[src/common/agu_pkg.sv]
// Package: constants and carrier types for the address generator block
package agu_pkg;

  // ---------------------------------------------------------------
  // Register offsets (byte addresses on the Avalon-MM slave)
  // ---------------------------------------------------------------
  localparam logic [3:0] OFS_CIRC_CTRL  = 4'h0;  // Circular control
  localparam logic [3:0] OFS_REV_CTRL   = 4'h4;  // Reverse control
  localparam logic [3:0] OFS_CIRC_START = 4'h8;  // Buffer lower bound
  localparam logic [3:0] OFS_CIRC_END   = 4'hc;  // Buffer upper bound

  // ---------------------------------------------------------------
  // Field positions and reset values
  // ---------------------------------------------------------------
  localparam int         CIRC_EN_BIT    = 15;     // Circular enable
  localparam int         PSEL_LSB       = 8;      // Pointer select field
  localparam int         REV_EN_BIT     = 15;     // Reverse enable
  localparam logic [3:0] STACK_PTR      = 4'hf;   // Stack pointer index
  localparam logic [15:0] CIRC_CTRL_RST = 16'h0000;
  localparam logic [15:0] REV_CTRL_RST  = 16'h0000;
  localparam logic [15:0] BOUND_RST     = 16'h0000;
  localparam logic [15:0] STACK_RST     = 16'h0800;  // Stack pointer reset

  // ---------------------------------------------------------------
  // Addressing modes
  // ---------------------------------------------------------------
  typedef enum logic [2:0] {
    AGU_MODE_DIRECT,     // Plain register indirect
    AGU_MODE_PRE_INC,
    AGU_MODE_POST_INC,
    AGU_MODE_PRE_DEC,
    AGU_MODE_POST_DEC,
    AGU_MODE_OFFSET      // Register plus offset, no write-back
  } agu_mode_t;

  // Access request from execution unit
  typedef struct packed {
    logic        valid;   // Request present
    logic        write;   // Data write (else read)
    logic        word;    // Word sized (else byte)
    agu_mode_t   mode;
    logic [3:0]  wsel;    // Source working register
    logic [15:0] offset;  // Modifier or offset in bytes
  } agu_req_t;

  // Result toward data memory and register file
  typedef struct packed {
    logic        valid;   // Address valid, one cycle
    logic [15:0] addr;    // Effective address
    logic        wb;      // Write back requested
    logic [3:0]  wsel;    // Register to write back
    logic [15:0] wdata;   // Value to write back
    logic        rev;     // Reversed address in use
    logic        circ;    // Circular wrap applied
  } agu_res_t;

endpackage : agu_pkg

[src/rtl/agu_bitrev.sv]
// Reverse-carry adder for bit-reversed pointer stepping
module agu_bitrev (
  input  wire logic [15:0] ptr,
  input  wire logic [14:0] modifier,
  output logic      [15:0] sum
);

  // ---------------------------------------------------------------
  // Carries run from the top bit downward across bits 15..1
  // ---------------------------------------------------------------
  logic [15:0] mod_b;   // Modifier as byte offset
  logic [16:1] cy;      // Carry chain, cy[16] enters at msb; nothing leaves bit 1

  assign mod_b  = {modifier, 1'b0};  // Word scaled modifier [RULE10]
  assign cy[16] = 1'b0;

  genvar gi;
  generate
    for (gi = 15; gi >= 1; gi--) begin : g_rc
      // Full add, carry passed to next lower bit [RULE16]
      assign sum[gi]  = ptr[gi] ^ mod_b[gi] ^ cy[gi+1];
      assign cy[gi]   = (ptr[gi] & mod_b[gi]) | (cy[gi+1] & (ptr[gi] ^ mod_b[gi]));
    end
  endgenerate

  // Lsb forced clear, words only [RULE13]
  assign sum[0] = 1'b0;

endmodule : agu_bitrev

[src/rtl/agu_circ.sv]
// Circular buffer wrap of a stepped address
module agu_circ (
  input  wire logic [15:0] addr,
  input  wire logic [15:0] lo,
  input  wire logic [15:0] hi,
  input  wire logic        inc,
  input  wire logic        dec,
  output logic      [15:0] out,
  output logic             wrapped
);

  // ---------------------------------------------------------------
  // Bound compare and wrap
  // ---------------------------------------------------------------
  logic [15:0] len;      // Buffer length in bytes, upper minus lower plus one
  logic        over;     // Past upper bound
  logic        under;    // Past lower bound

  assign len = hi - lo + 16'h0001;
  // Strictly-beyond tests so long jumps still wrap [RULE2]
  assign over  = inc && (addr > hi);
  assign under = dec && (addr < lo);

  always_comb begin
    out     = addr;
    wrapped = 1'b0;
    if (over) begin
      // Keep overshoot distance [RULE17]
      out     = addr - len;
      wrapped = 1'b1;
    end else if (under) begin
      out     = addr + len;
      wrapped = 1'b1;
    end
  end

endmodule : agu_circ

[src/rtl/agu_modulo_bitrev.sv]
// Top: effective address generation with circular and bit-reversed modes
// Notes on behaviour
// RULE1: Circular wrap works with any working register
// RULE2: Wrap at or beyond the active bound; the code wraps only strictly beyond it, not at it
// RULE3: Write back wrapped value for pre/post modify
// RULE4: Offset form wraps address, register untouched
// RULE5: Reversal only on X writes
// RULE6: Only the modifier is bit reversed
// RULE7: Reversal needs select not 15, enable, increment
// RULE8: Software aligns reversed buffer start to size
// RULE9: Fifteen bit reversal modifier held
// RULE10: Modifier scaled to byte addresses, word data
// RULE11: Byte or other modes get normal address
// RULE12: Reversal adds pointer and modifier, ignores offset
// RULE13: Reversal forces address lsb to zero
// RULE14: Reversal beats circular on X writes only
// RULE15: Software avoids read right after control write
// RULE16: Reverse carry addition, msb toward lsb
// RULE17: Wrap keeps overshoot distance
//
// Our own choices: the Avalon-MM register port and the address map.
module agu_modulo_bitrev (
  input  wire logic              clk_sys,
  input  wire logic              rstn,
  // Avalon-MM slave
  input  wire logic [3:0]        avs_address,
  input  wire logic              avs_read,
  input  wire logic              avs_write,
  input  wire logic [31:0]       avs_writedata,
  input  wire logic [3:0]        avs_byteenable,
  output logic      [31:0]       avs_readdata,
  output logic                   avs_waitrequest,
  // Execution unit
  input  wire agu_pkg::agu_req_t req,
  input  wire logic [15:0]       wreg_value,
  output logic      [3:0]        wreg_rsel,
  output agu_pkg::agu_res_t      res
);

  // ---------------------------------------------------------------
  // Register file
  // ---------------------------------------------------------------
  logic [15:0] circular_control_reg;  // Enable and pointer selects
  logic [15:0] reverse_control_reg;   // Enable and modifier
  logic [15:0] circ_start;            // Lower bound
  logic [15:0] circ_end;              // Upper bound
  logic        acc_done;              // Second cycle of an access
  logic [31:0] next_rdata;            // Read mux

  logic        reverse_enable;
  logic [14:0] reverse_modifier;
  logic [3:0]  reverse_pointer_select;
  logic        circ_en;
  logic [3:0]  circ_psel;

  assign reverse_enable         = reverse_control_reg[agu_pkg::REV_EN_BIT];
  assign reverse_modifier       = reverse_control_reg[14:0];  // [RULE9]
  assign circ_en                = circular_control_reg[agu_pkg::CIRC_EN_BIT];
  assign reverse_pointer_select = circular_control_reg[agu_pkg::PSEL_LSB +: 4];
  assign circ_psel              = circular_control_reg[3:0];

  // Waitrequest low one cycle after request: fixed 1 wait state
  always_ff @(posedge clk_sys or negedge rstn) begin
    if (!rstn) begin
      acc_done <= 1'b0;
    end else begin
      acc_done <= (avs_read || avs_write) && !acc_done;
    end
  end

  always_ff @(posedge clk_sys or negedge rstn) begin
    if (!rstn) begin
      avs_waitrequest <= 1'b1;
    end else begin
      avs_waitrequest <= !((avs_read || avs_write) && !acc_done);
    end
  end

  // Writes land at the edge where waitrequest is seen low
  always_ff @(posedge clk_sys or negedge rstn) begin
    if (!rstn) begin
      circular_control_reg <= agu_pkg::CIRC_CTRL_RST;
      reverse_control_reg  <= agu_pkg::REV_CTRL_RST;
      circ_start           <= agu_pkg::BOUND_RST;
      circ_end             <= agu_pkg::BOUND_RST;
    end else if (avs_write && acc_done) begin
      case (avs_address)
        agu_pkg::OFS_CIRC_CTRL: begin
          if (avs_byteenable[0]) circular_control_reg[7:0]  <= avs_writedata[7:0];
          if (avs_byteenable[1]) circular_control_reg[15:8] <= avs_writedata[15:8];
        end
        agu_pkg::OFS_REV_CTRL: begin
          if (avs_byteenable[0]) reverse_control_reg[7:0]  <= avs_writedata[7:0];
          if (avs_byteenable[1]) reverse_control_reg[15:8] <= avs_writedata[15:8];
        end
        agu_pkg::OFS_CIRC_START: begin
          if (avs_byteenable[0]) circ_start[7:0]  <= avs_writedata[7:0];
          if (avs_byteenable[1]) circ_start[15:8] <= avs_writedata[15:8];
        end
        agu_pkg::OFS_CIRC_END: begin
          if (avs_byteenable[0]) circ_end[7:0]  <= avs_writedata[7:0];
          if (avs_byteenable[1]) circ_end[15:8] <= avs_writedata[15:8];
        end
        default: begin
          // Unmapped: write dropped
        end
      endcase
    end
  end

  // Read mux, unmapped reads zero
  always_comb begin
    next_rdata = 32'h0000_0000;
    case (avs_address)
      agu_pkg::OFS_CIRC_CTRL:  next_rdata = {16'h0000, circular_control_reg};
      agu_pkg::OFS_REV_CTRL:   next_rdata = {16'h0000, reverse_control_reg};
      agu_pkg::OFS_CIRC_START: next_rdata = {16'h0000, circ_start};
      agu_pkg::OFS_CIRC_END:   next_rdata = {16'h0000, circ_end};
      default:                 next_rdata = 32'h0000_0000;
    endcase
  end

  always_ff @(posedge clk_sys or negedge rstn) begin
    if (!rstn) begin
      avs_readdata <= 32'h0000_0000;
    end else if (avs_read && !acc_done) begin
      avs_readdata <= next_rdata;
    end
  end

  // ---------------------------------------------------------------
  // Address generation, combinational from request
  // ---------------------------------------------------------------
  logic        is_inc;      // Increment forms
  logic        is_dec;      // Decrement forms
  logic        is_pre;      // Pre modify forms
  logic        modify;      // Any pre or post modify
  logic        rev_active;  // Reversal selected for this access
  logic        circ_sel;    // Circular applies to this access
  logic [15:0] stepped;     // Pointer plus step or offset
  logic [15:0] rev_sum;     // Reverse carry result
  logic [15:0] circ_out;
  logic        circ_wrap;
  logic [15:0] next_addr;
  logic [15:0] next_wb;
  logic        next_rev;

  assign wreg_rsel = req.wsel;   // Register file read select

  assign is_inc = (req.mode == agu_pkg::AGU_MODE_PRE_INC) || (req.mode == agu_pkg::AGU_MODE_POST_INC);
  assign is_dec = (req.mode == agu_pkg::AGU_MODE_PRE_DEC) || (req.mode == agu_pkg::AGU_MODE_POST_DEC);
  assign is_pre = (req.mode == agu_pkg::AGU_MODE_PRE_INC) || (req.mode == agu_pkg::AGU_MODE_PRE_DEC);
  assign modify = is_inc || is_dec;

  // Needs select not stack, enable, inc form, word write [RULE7] [RULE5] [RULE11]
  assign rev_active = reverse_enable && (reverse_pointer_select != agu_pkg::STACK_PTR)
                      && (req.wsel == reverse_pointer_select) && is_inc && req.write && req.word;

  // Any working register may be the circular pointer [RULE1]
  // Reversal disables circular on writes only; reads keep it [RULE14]
  assign circ_sel = circ_en && (req.wsel == circ_psel) && !rev_active;

  always_comb begin
    stepped = wreg_value;
    case (req.mode)
      agu_pkg::AGU_MODE_PRE_INC, agu_pkg::AGU_MODE_POST_INC: stepped = wreg_value + req.offset;
      agu_pkg::AGU_MODE_PRE_DEC, agu_pkg::AGU_MODE_POST_DEC: stepped = wreg_value - req.offset;
      agu_pkg::AGU_MODE_OFFSET:                              stepped = wreg_value + req.offset;
      default:                                               stepped = wreg_value;
    endcase
  end

  // Pointer plus modifier, offset ignored; pointer order normal [RULE12] [RULE6]
  agu_bitrev u_bitrev (
    .ptr      (wreg_value),
    .modifier (reverse_modifier),
    .sum      (rev_sum)
  );

  // Offset form counts as incrementing for the bound test
  agu_circ u_circ (
    .addr    (stepped),
    .lo      (circ_start),
    .hi      (circ_end),
    .inc     (circ_sel && (is_inc || req.mode == agu_pkg::AGU_MODE_OFFSET)),
    .dec     (circ_sel && is_dec),
    .out     (circ_out),
    .wrapped (circ_wrap)
  );

  always_comb begin
    next_rev  = rev_active;
    next_wb   = circ_out;
    next_addr = wreg_value;
    if (rev_active) begin
      // Post form uses old pointer, pre form the reversed sum [RULE13]
      next_wb   = rev_sum;
      next_addr = is_pre ? rev_sum : {wreg_value[15:1], 1'b0};
    end else if (req.mode == agu_pkg::AGU_MODE_OFFSET) begin
      next_addr = circ_out;  // Wrapped address only [RULE4]
    end else if (is_pre) begin
      next_addr = circ_out;
    end else begin
      next_addr = wreg_value;
    end
  end

  // Registered result toward memory bus and register file
  always_ff @(posedge clk_sys or negedge rstn) begin
    if (!rstn) begin
      res <= '0;
    end else begin
      res.valid <= req.valid;
      res.addr  <= next_addr;
      res.wb    <= req.valid && modify;  // Write back for modify forms [RULE3]
      res.wsel  <= req.wsel;
      res.wdata <= next_wb;
      res.rev   <= req.valid && next_rev;
      res.circ  <= req.valid && circ_wrap && !next_rev;
    end
  end

  // ---------------------------------------------------------------
  // Assertions
  // ---------------------------------------------------------------
  a_rev_lsb_clear: assert property (@(posedge clk_sys) disable iff (!rstn) // [RULE13]
    res.rev |-> (res.addr[0] == 1'b0)) else $error("reversed address lsb set");
  a_rev_write_only: assert property (@(posedge clk_sys) disable iff (!rstn) // [RULE5]
    (req.valid && !req.write) |=> !res.rev) else $error("reversal on read");
  a_rev_no_stack: assert property (@(posedge clk_sys) disable iff (!rstn) // [RULE7]
    (req.valid && req.wsel == agu_pkg::STACK_PTR) |=> !res.rev) else $error("reversal on stack");
  a_rev_byte_none: assert property (@(posedge clk_sys) disable iff (!rstn) // [RULE11]
    (req.valid && !req.word) |=> !res.rev) else $error("reversal on byte");
  a_offset_no_wb: assert property (@(posedge clk_sys) disable iff (!rstn) // [RULE4]
    (req.valid && req.mode == agu_pkg::AGU_MODE_OFFSET) |=> !res.wb) else $error("offset wrote back");
  a_modify_wb: assert property (@(posedge clk_sys) disable iff (!rstn) // [RULE3]
    (req.valid && (is_inc || is_dec)) |=> res.wb) else $error("modify missing write back");
  a_circ_in_range: assert property (@(posedge clk_sys) disable iff (!rstn) // [RULE2]
    (req.valid && circ_sel && is_inc && stepped > circ_end && stepped - circ_end <= circ_end - circ_start)
    |=> (res.wdata <= circ_end && res.wdata >= circ_start)) else $error("wrap out of range");
  a_rev_excl_circ: assert property (@(posedge clk_sys) disable iff (!rstn) // [RULE14]
    res.rev |-> !res.circ) else $error("circular with reversal");
  a_rev_sum: assert property (@(posedge clk_sys) disable iff (!rstn) // [RULE12]
    (req.valid && rev_active) |=> (res.wdata == $past(rev_sum))) else $error("reversed sum wrong");

endmodule : agu_modulo_bitrev

[config.mk]
export PLATFORM = sky130hd
export DESIGN_NAME = agu_modulo_bitrev
export DESIGN_NICKNAME = d
export VERILOG_FILES = /design/src/common/agu_pkg.sv /design/src/rtl/agu_bitrev.sv /design/src/rtl/agu_circ.sv /design/src/rtl/agu_modulo_bitrev.sv
export SDC_FILE = /design/constraint.sdc
export NUM_CORES = 1
export LEC_CHECK = 0
export BUFFER_PORTS_ARGS = -buffer_cell sky130_fd_sc_hd__buf_2
export CORE_MARGIN = 4
export CORE_UTILIZATION = 58
export DETAILED_ROUTE_END_ITERATION = 8
export PLACE_DENSITY_LB_ADDON = 0.12
export SYNTH_ARGS = -nofsm -noshare
export SYNTH_HDL_FRONTEND = slang
export SYNTH_SLANG_ARGS = --single-unit
[constraint.sdc]
create_clock -name clk_sys -period 7.4 [get_ports clk_sys]
set_input_delay 0.37 -clock clk_sys [delete_from_list [all_inputs] [get_ports clk_sys]]
set_output_delay 0.37 -clock clk_sys [all_outputs]
set_load 0.02 [all_outputs]
==> results of run 1 <==
==> how the worst max path moves through the flow <==
stage / depth (start not counted) / to / from
6_report: 19 / res[24]$_DFF_PN0_ / reverse_control_reg[14]$_DFFE_PN0P_
5_1_grt: 19 / res[24]$_DFF_PN0_ / reverse_control_reg[14]$_DFFE_PN0P_
4_1_cts: 19 / res[24]$_DFF_PN0_ / reverse_control_reg[14]$_DFFE_PN0P_
3_5_place_dp: 20 / res[24]$_DFF_PN0_ / wreg_value[15]
3_3_place_gp: 20 / res[24]$_DFF_PN0_ / wreg_value[15]
2_1_floorplan: 19 / res[24]$_DFF_PN0_ / wreg_value[15]
==> cells in the mapped netlist, drive strengths merged (15+ instances only) <==
cell      n
a21o     33
a21oi    64
a221oi   20
buf      29
clkbuf   31
dfrtp   121
fa       17
ha      107
inv      74
mux2     42
nand2   107
nand2b   19
nor2     59
nor3     15
o21ai   117
xnor2    30
xor2     24
==> cell families after synthesis <==
logic type	count (synthesis)
AO/OA/AOI/OAI	337
XOR/XNOR	54
adder cells (fa/ha/maj)	124
buffers and inverters	134
flip-flops	122
multiplexers	49
other	1
AND/OR/NAND/NOR	281
==> layout make-up <==
type,instances,area [µm²]
multi-input combinational,861,6291
fill,1411,5430
sequential,122,3054
timing repair buffer,142,750.7
clock buffer,18,439.2
inverter,74,277.8
tap,220,275.3
clock inverter,14,123.9
==> metal layers <==
layer  up-vias  part of all wire [%]  wire (µm)
met1      4101                    44      11920
li1       4179                     -          -
met4         0                   3.3        900
met2       274                    48      12970
met3        59                   5.0       1352
met5         -                     0          0
==> where the power goes <==
group          switching [W]  internal (W)
Sequential         0.0000708      0.000769
Clock               0.000358      0.000449
Combinational        0.00133      0.000850
Total                0.00176       0.00207
==> repair_timing <==
item / CTS / global route
hold buffers: 1 / 0
hold endpoints to repair: 7 / 0
setup endpoints to repair: 0 / 0
gates resized for setup: 0 / 0
==> per-stage QoR <==
step	std cells	setup WS, ns	power, W	util [%]
after floorplan	1117	1.010	0.002444	-
after global placement	1418	0.6913	0.002938	63.93
after detailed placement	1418	0.5850	0.002978	63.93
after CTS	1451	0.6671	0.003802	67.37
after global routing	1451	0.4822	0.004129	67.37
final	1451	0.7011	0.003825	67.37
==> flow_summary.ini, run 1 <==
[run_status]
status = complete, no violations

[sta]
clock_skew_ns = 0.01171
period_needed_ns = 6.699
finalCritPeriodShare_pct = 90.53
worst_pin_slew_ns = 1.207
finalMaxSlewViolations = 0
rsz0062_at_grt = no
whs_ns = 0.08330
hold_violations = 0
setup_violations = 0
relSlewSlack_pct = 19.54
max_freq_ghz = 0.1493
setup_tns_ns = 0

[logic_synthesis]
synth_ff_type = dfrtp_1
synth_edf_count = 0
yosys.area_share.adder_pct = 16.95
synth_compound_area_share_pct = 22.03
synth_simple_gate_area_share_pct = 13.56
ys_top_cells_by_area = dfrtp_1 (31%), ha_1 (14%), o21ai_0 (5.5%)
seq_area_frac_synth_pct = 30.83
synthMuxAreaShare_pct = 5.519
synth-xor-area-share_pct = 4.774
synth_top_family_by_area = compound AO/OA/AOI/OAI gates
synth_area_per_cell_um2 = 8.990
ys_warn_count = 0
ys_async_sr_fraction_pct = 100.0
synthDistinctLibCells = 72
synth_seq_cells = 122
synth_top_area_cell = dfrtp_1
synth.top_cell.area_share_pct = 30.56
synthCells = 1102
syn_area_um2 = 9907

[floorplanning]
die_h_um = 138.7
core-area_um2 = 16640
start_util_pct = 59.53
die_area_um2 = 19240
num_io_pins = 163
fp-row-count = 47
dieWidth_um = 138.7

[hold_path]
hold_class = in2reg
worstHoldStart = req[25]
holdPathEnd = res[39]$_DFF_PN0_
hold_depth = 1

[setup_path]
crit_top_cell = fa_1
path_cells = ha_1 -> fa_1 -> fa_1 -> fa_1 -> fa_1 -> fa_1 -> fa_1 -> fa_1 -> fa_1 -> fa_1 -> fa_1 -> fa_1 -> fa_1 -> fa_1 -> xor2_1 -> nor2_1 -> o21ai_0 -> o221ai_1 -> and3_1
cp_max_fo = 3
critPathArrivalTime_ns = 7.02
path_buf_inv = 0
r2r_cells = 19
rr_endpoint = res[24]$_DFF_PN0_
end_kind = flop
crit_type = reg2reg
cp.required_ns = 7.72
cp_slowest_cell = dfrtp_1
startpoint_type = flop
path_delay_family = adder cells
slowest_delay_ns = 0.43
r2r_slack_ns = 0.70
r2r-start = reverse_control_reg[14]$_DFFE_PN0P_

[placed_design]
gp_congestion = 0.9241
port_buffers = 128
placed_cell_area_um2 = 10640
hpwlAfterDp_um = 21260

[global_route]
groute.layer.met1.usage_pct = 38.17
gr-usage-met3_pct = 4.034
grt_antenna_before_repair = 0
use_met2_pct = 47.69
grt_usage_pct = 28.52
grt_first_pass_wirelength_um = 44460
grt_max_degree = 72
grt-ovfl-total = 0
grt_pass1_vias = 8452
grt_busiest_layer = met2

[clocking]
cts_setup_buffers = 0
cts_sinks = 122
cts_inserted_buffers = 17
clkTransAtPathRegs_ns = 0.06
root_buffer = clkbuf_16
insertion_delay_ns = 0.43
cts_tree = yes
cts_buffer_depth = 2
htree_levels = 4

[route]
drc = 0
via_per_inst = 5.936
routed_wl_um = 27140
dr.first_iter.drc_count = 678
wire_per_inst_um = 18.70
antenna_left = 0
dr_total_vias = 8613
dr.pass1.iters = 5

[layout]
largest-register = res
largest_reg_flops = 40
fin_nets = 1428
syn2layout_area_growth_pct = 13.17
final_area_um2 = 11210
final_common_cell = buf_2
drive_above_1_share_pct = 19.09
diodes = 0
layout_common_cells = buf_2 (127), dfrtp_1 (121), o21ai_0 (109)

[power_and_ir_drop]
cellPowerDensity_nw_per_um2 = 341.1
ir_drop_v = 0.0002424
power_leakage_nw = 5.531

[run]
cap_violations = 0
No activity file was read; power rests on OpenSTA's default activity.
==> inputs of run 2 (changes only) <==
Settings changed: CORE_UTILIZATION 58 to 50, CTS_CLUSTER_DIAMETER set to 120.
==> run 2 against run 1 <==
Against the previous run: via count is 1.5% lower; non-clock buffer count grew 3; clock-buffer cell count stayed put; highest routed layer unchanged; power is 0.56% higher; clock power increased by 4.0%; combinational power is essentially flat; sequential power hardly changed; first-iteration DRC count decreased by 17%.
==> flow_summary.ini, run 2 (synthesis results as in run 1) <==
[run_status]
status = complete, no violations

[hold_path]
hold_class = in2reg
worstHoldStart = req[25]
holdPathEnd = res[39]$_DFF_PN0_
hold_depth = 1

[global_route]
grt_usage_pct = 25.68
grt_pass1_vias = 8220
grt-ovfl-total = 0
grt_first_pass_wirelength_um = 44660
grt_antenna_before_repair = 0
grt_max_degree = 79

[power_and_ir_drop]
power_leakage_nw = 5.555
comb_power_share_pct = 56.4
seqPwrFrac_pct = 21.8
cellPowerDensity_nw_per_um2 = 340.2
p_sw_share_pct = 45.53
pwr-share-clk_pct = 21.8
finalPower_w = 0.003846
intPower_w = 0.002095
switching_power_w = 0.001751
ir_drop_v = 0.0002117

[floorplanning]
die_area_um2 = 22130
dieWidth_um = 148.8
num_io_pins = 163
core-area_um2 = 19460
start_util_pct = 50.90
fp-row-count = 51
die_h_um = 148.8

[layout]
layout_common_cells = buf_2 (127), dfrtp_1 (121), o21ai_0 (109)
final_common_cell = buf_2
diodes = 0
largest_reg_flops = 40
syn2layout_area_growth_pct = 14.12
largest-register = res
drive_above_1_share_pct = 19.21
fin_nets = 1431

[clocking]
insertion_delay_ns = 0.43
htree_levels = 4
cts_resized = 0
cts_buffer_depth = 2
cts_tree = yes
cts_sinks = 122
cts_inserted_buffers = 17
clkTransAtPathRegs_ns = 0.06
cts_setup_buffers = 0
root_buffer = clkbuf_16

[sta]
rsz0062_at_grt = no
finalMaxSlewViolations = 0
hold_violations = 0
setup_violations = 0
setup_tns_ns = 0
fin_ws_ns = 0.7113
finalCritPeriodShare_pct = 90.39
worst_pin_slew_ns = 1.297
relSlewSlack_pct = 12.85
max_freq_ghz = 0.1495
clock_skew_ns = 0.01191
period_needed_ns = 6.689
whs_ns = 0.08723

[placed_design]
post-place-ws_ns = 0.5979
hpwlAfterDp_um = 21910
port_buffers = 128
gp_congestion = 0.9120

[setup_path]
cp_max_fo = 3
slowest_delay_ns = 0.43
crit_type = reg2reg
critPathArrivalTime_ns = 7.00
rr_endpoint = res[24]$_DFF_PN0_
cp.required_ns = 7.72
end_kind = flop
startpoint_type = flop
r2r-start = reverse_control_reg[14]$_DFFE_PN0P_
cp_slowest_cell = dfrtp_1
r2r_slack_ns = 0.71
crit_top_cell = fa_1
r2r_cells = 19
path_cells = ha_1 -> fa_1 -> fa_1 -> fa_1 -> fa_1 -> fa_1 -> fa_1 -> fa_1 -> fa_1 -> fa_1 -> fa_1 -> fa_1 -> fa_1 -> fa_1 -> xor2_1 -> nor2_1 -> o21ai_0 -> o221ai_1 -> and3_1

[route]
via_per_inst = 5.660
drc = 0
dr_total_vias = 8485
routed_wl_um = 27800
dr.first_iter.drc_count = 565
dr.pass1.iters = 5
antenna_left = 0
wire_per_inst_um = 18.55

[run]
cap_violations = 0
run 2: changes by cell type in the layout (fill, tap and decap cells not counted):
cell	previous run	this run
clkbuf_1	0	1
buf_4	14	17
clkinvlp_4	3	2
bufinv_16	0	1
inv_6	6	5
clkbuf_8	1	0
inv_8	2	3
run 2: layout make-up:
cell class	instances	area (µm²)
clock buffers	18	429.2
clock inverters	14	148.9
fillers	1798	8157
inverters	74	277.8
multi-input cells	861	6291
flip-flops and latches	122	3054
well taps	265	331.6
repair buffers	145	773.2
run 2: per-stage QoR:
step	instances	cell area, µm²	util [%]
2_1_floorplan	1117	9963	-
3_3_place_gp	1466	10720	55.07
3_5_place_dp	1466	10720	55.07
4_1_cts	1499	11310	58.09
5_1_grt	1499	11310	58.09
6_report	1499	11310	58.09
run 2: timing repair:
item	4_1_cts	5_1_grt
hold endpoints to repair	44	0
endpoints found under the setup margin	0	0
hold buffers	1	0
run 2: worst max path at each step:
stage                                   startpoint                end  depth (start not counted)
3_3_place_gp                        wreg_value[15]  res[24]$_DFF_PN0_                         20
2_1_floorplan                       wreg_value[15]  res[24]$_DFF_PN0_                         19
3_5_place_dp                        wreg_value[15]  res[24]$_DFF_PN0_                         20
6_report       reverse_control_reg[14]$_DFFE_PN0P_  res[24]$_DFF_PN0_                         19
5_1_grt        reverse_control_reg[14]$_DFFE_PN0P_  res[24]$_DFF_PN0_                         19
4_1_cts        reverse_control_reg[14]$_DFFE_PN0P_  res[24]$_DFF_PN0_                         19
run 2: power groups by stage:
stage / clock (W) / sequential, W / combinational, W
floorplan: 0 / 0.000879 / 0.00157
global placement: 0 / 0.000849 / 0.00211
detailed placement: 0 / 0.000850 / 0.00213
CTS: 0.000853 / 0.000838 / 0.00215
global route: 0.000887 / 0.000848 / 0.00243
finish: 0.000839 / 0.000838 / 0.00217
run 2: worst max-delay path: cells and delay by family, from the launching register on:
| family | cells | cell delay [ns] |
|---|---|---|
| flip-flops | 1 | 0.43 |
| AO/OA/AOI/OAI | 2 | 0.35 |
| AND/OR/NAND/NOR | 2 | 0.26 |
| adder cells (fa/ha/maj) | 14 | 5.27 |
| XOR/XNOR | 1 | 0.27 |
run 2: layer usage:
layer	vias up	track usage, %	wire length [µm]
met5	-	0	0
met3	23	3.707	1078
met4	0	5.080	337
met2	197	43.56	13730
li1	4176	-	-
met1	4089	35.41	12650
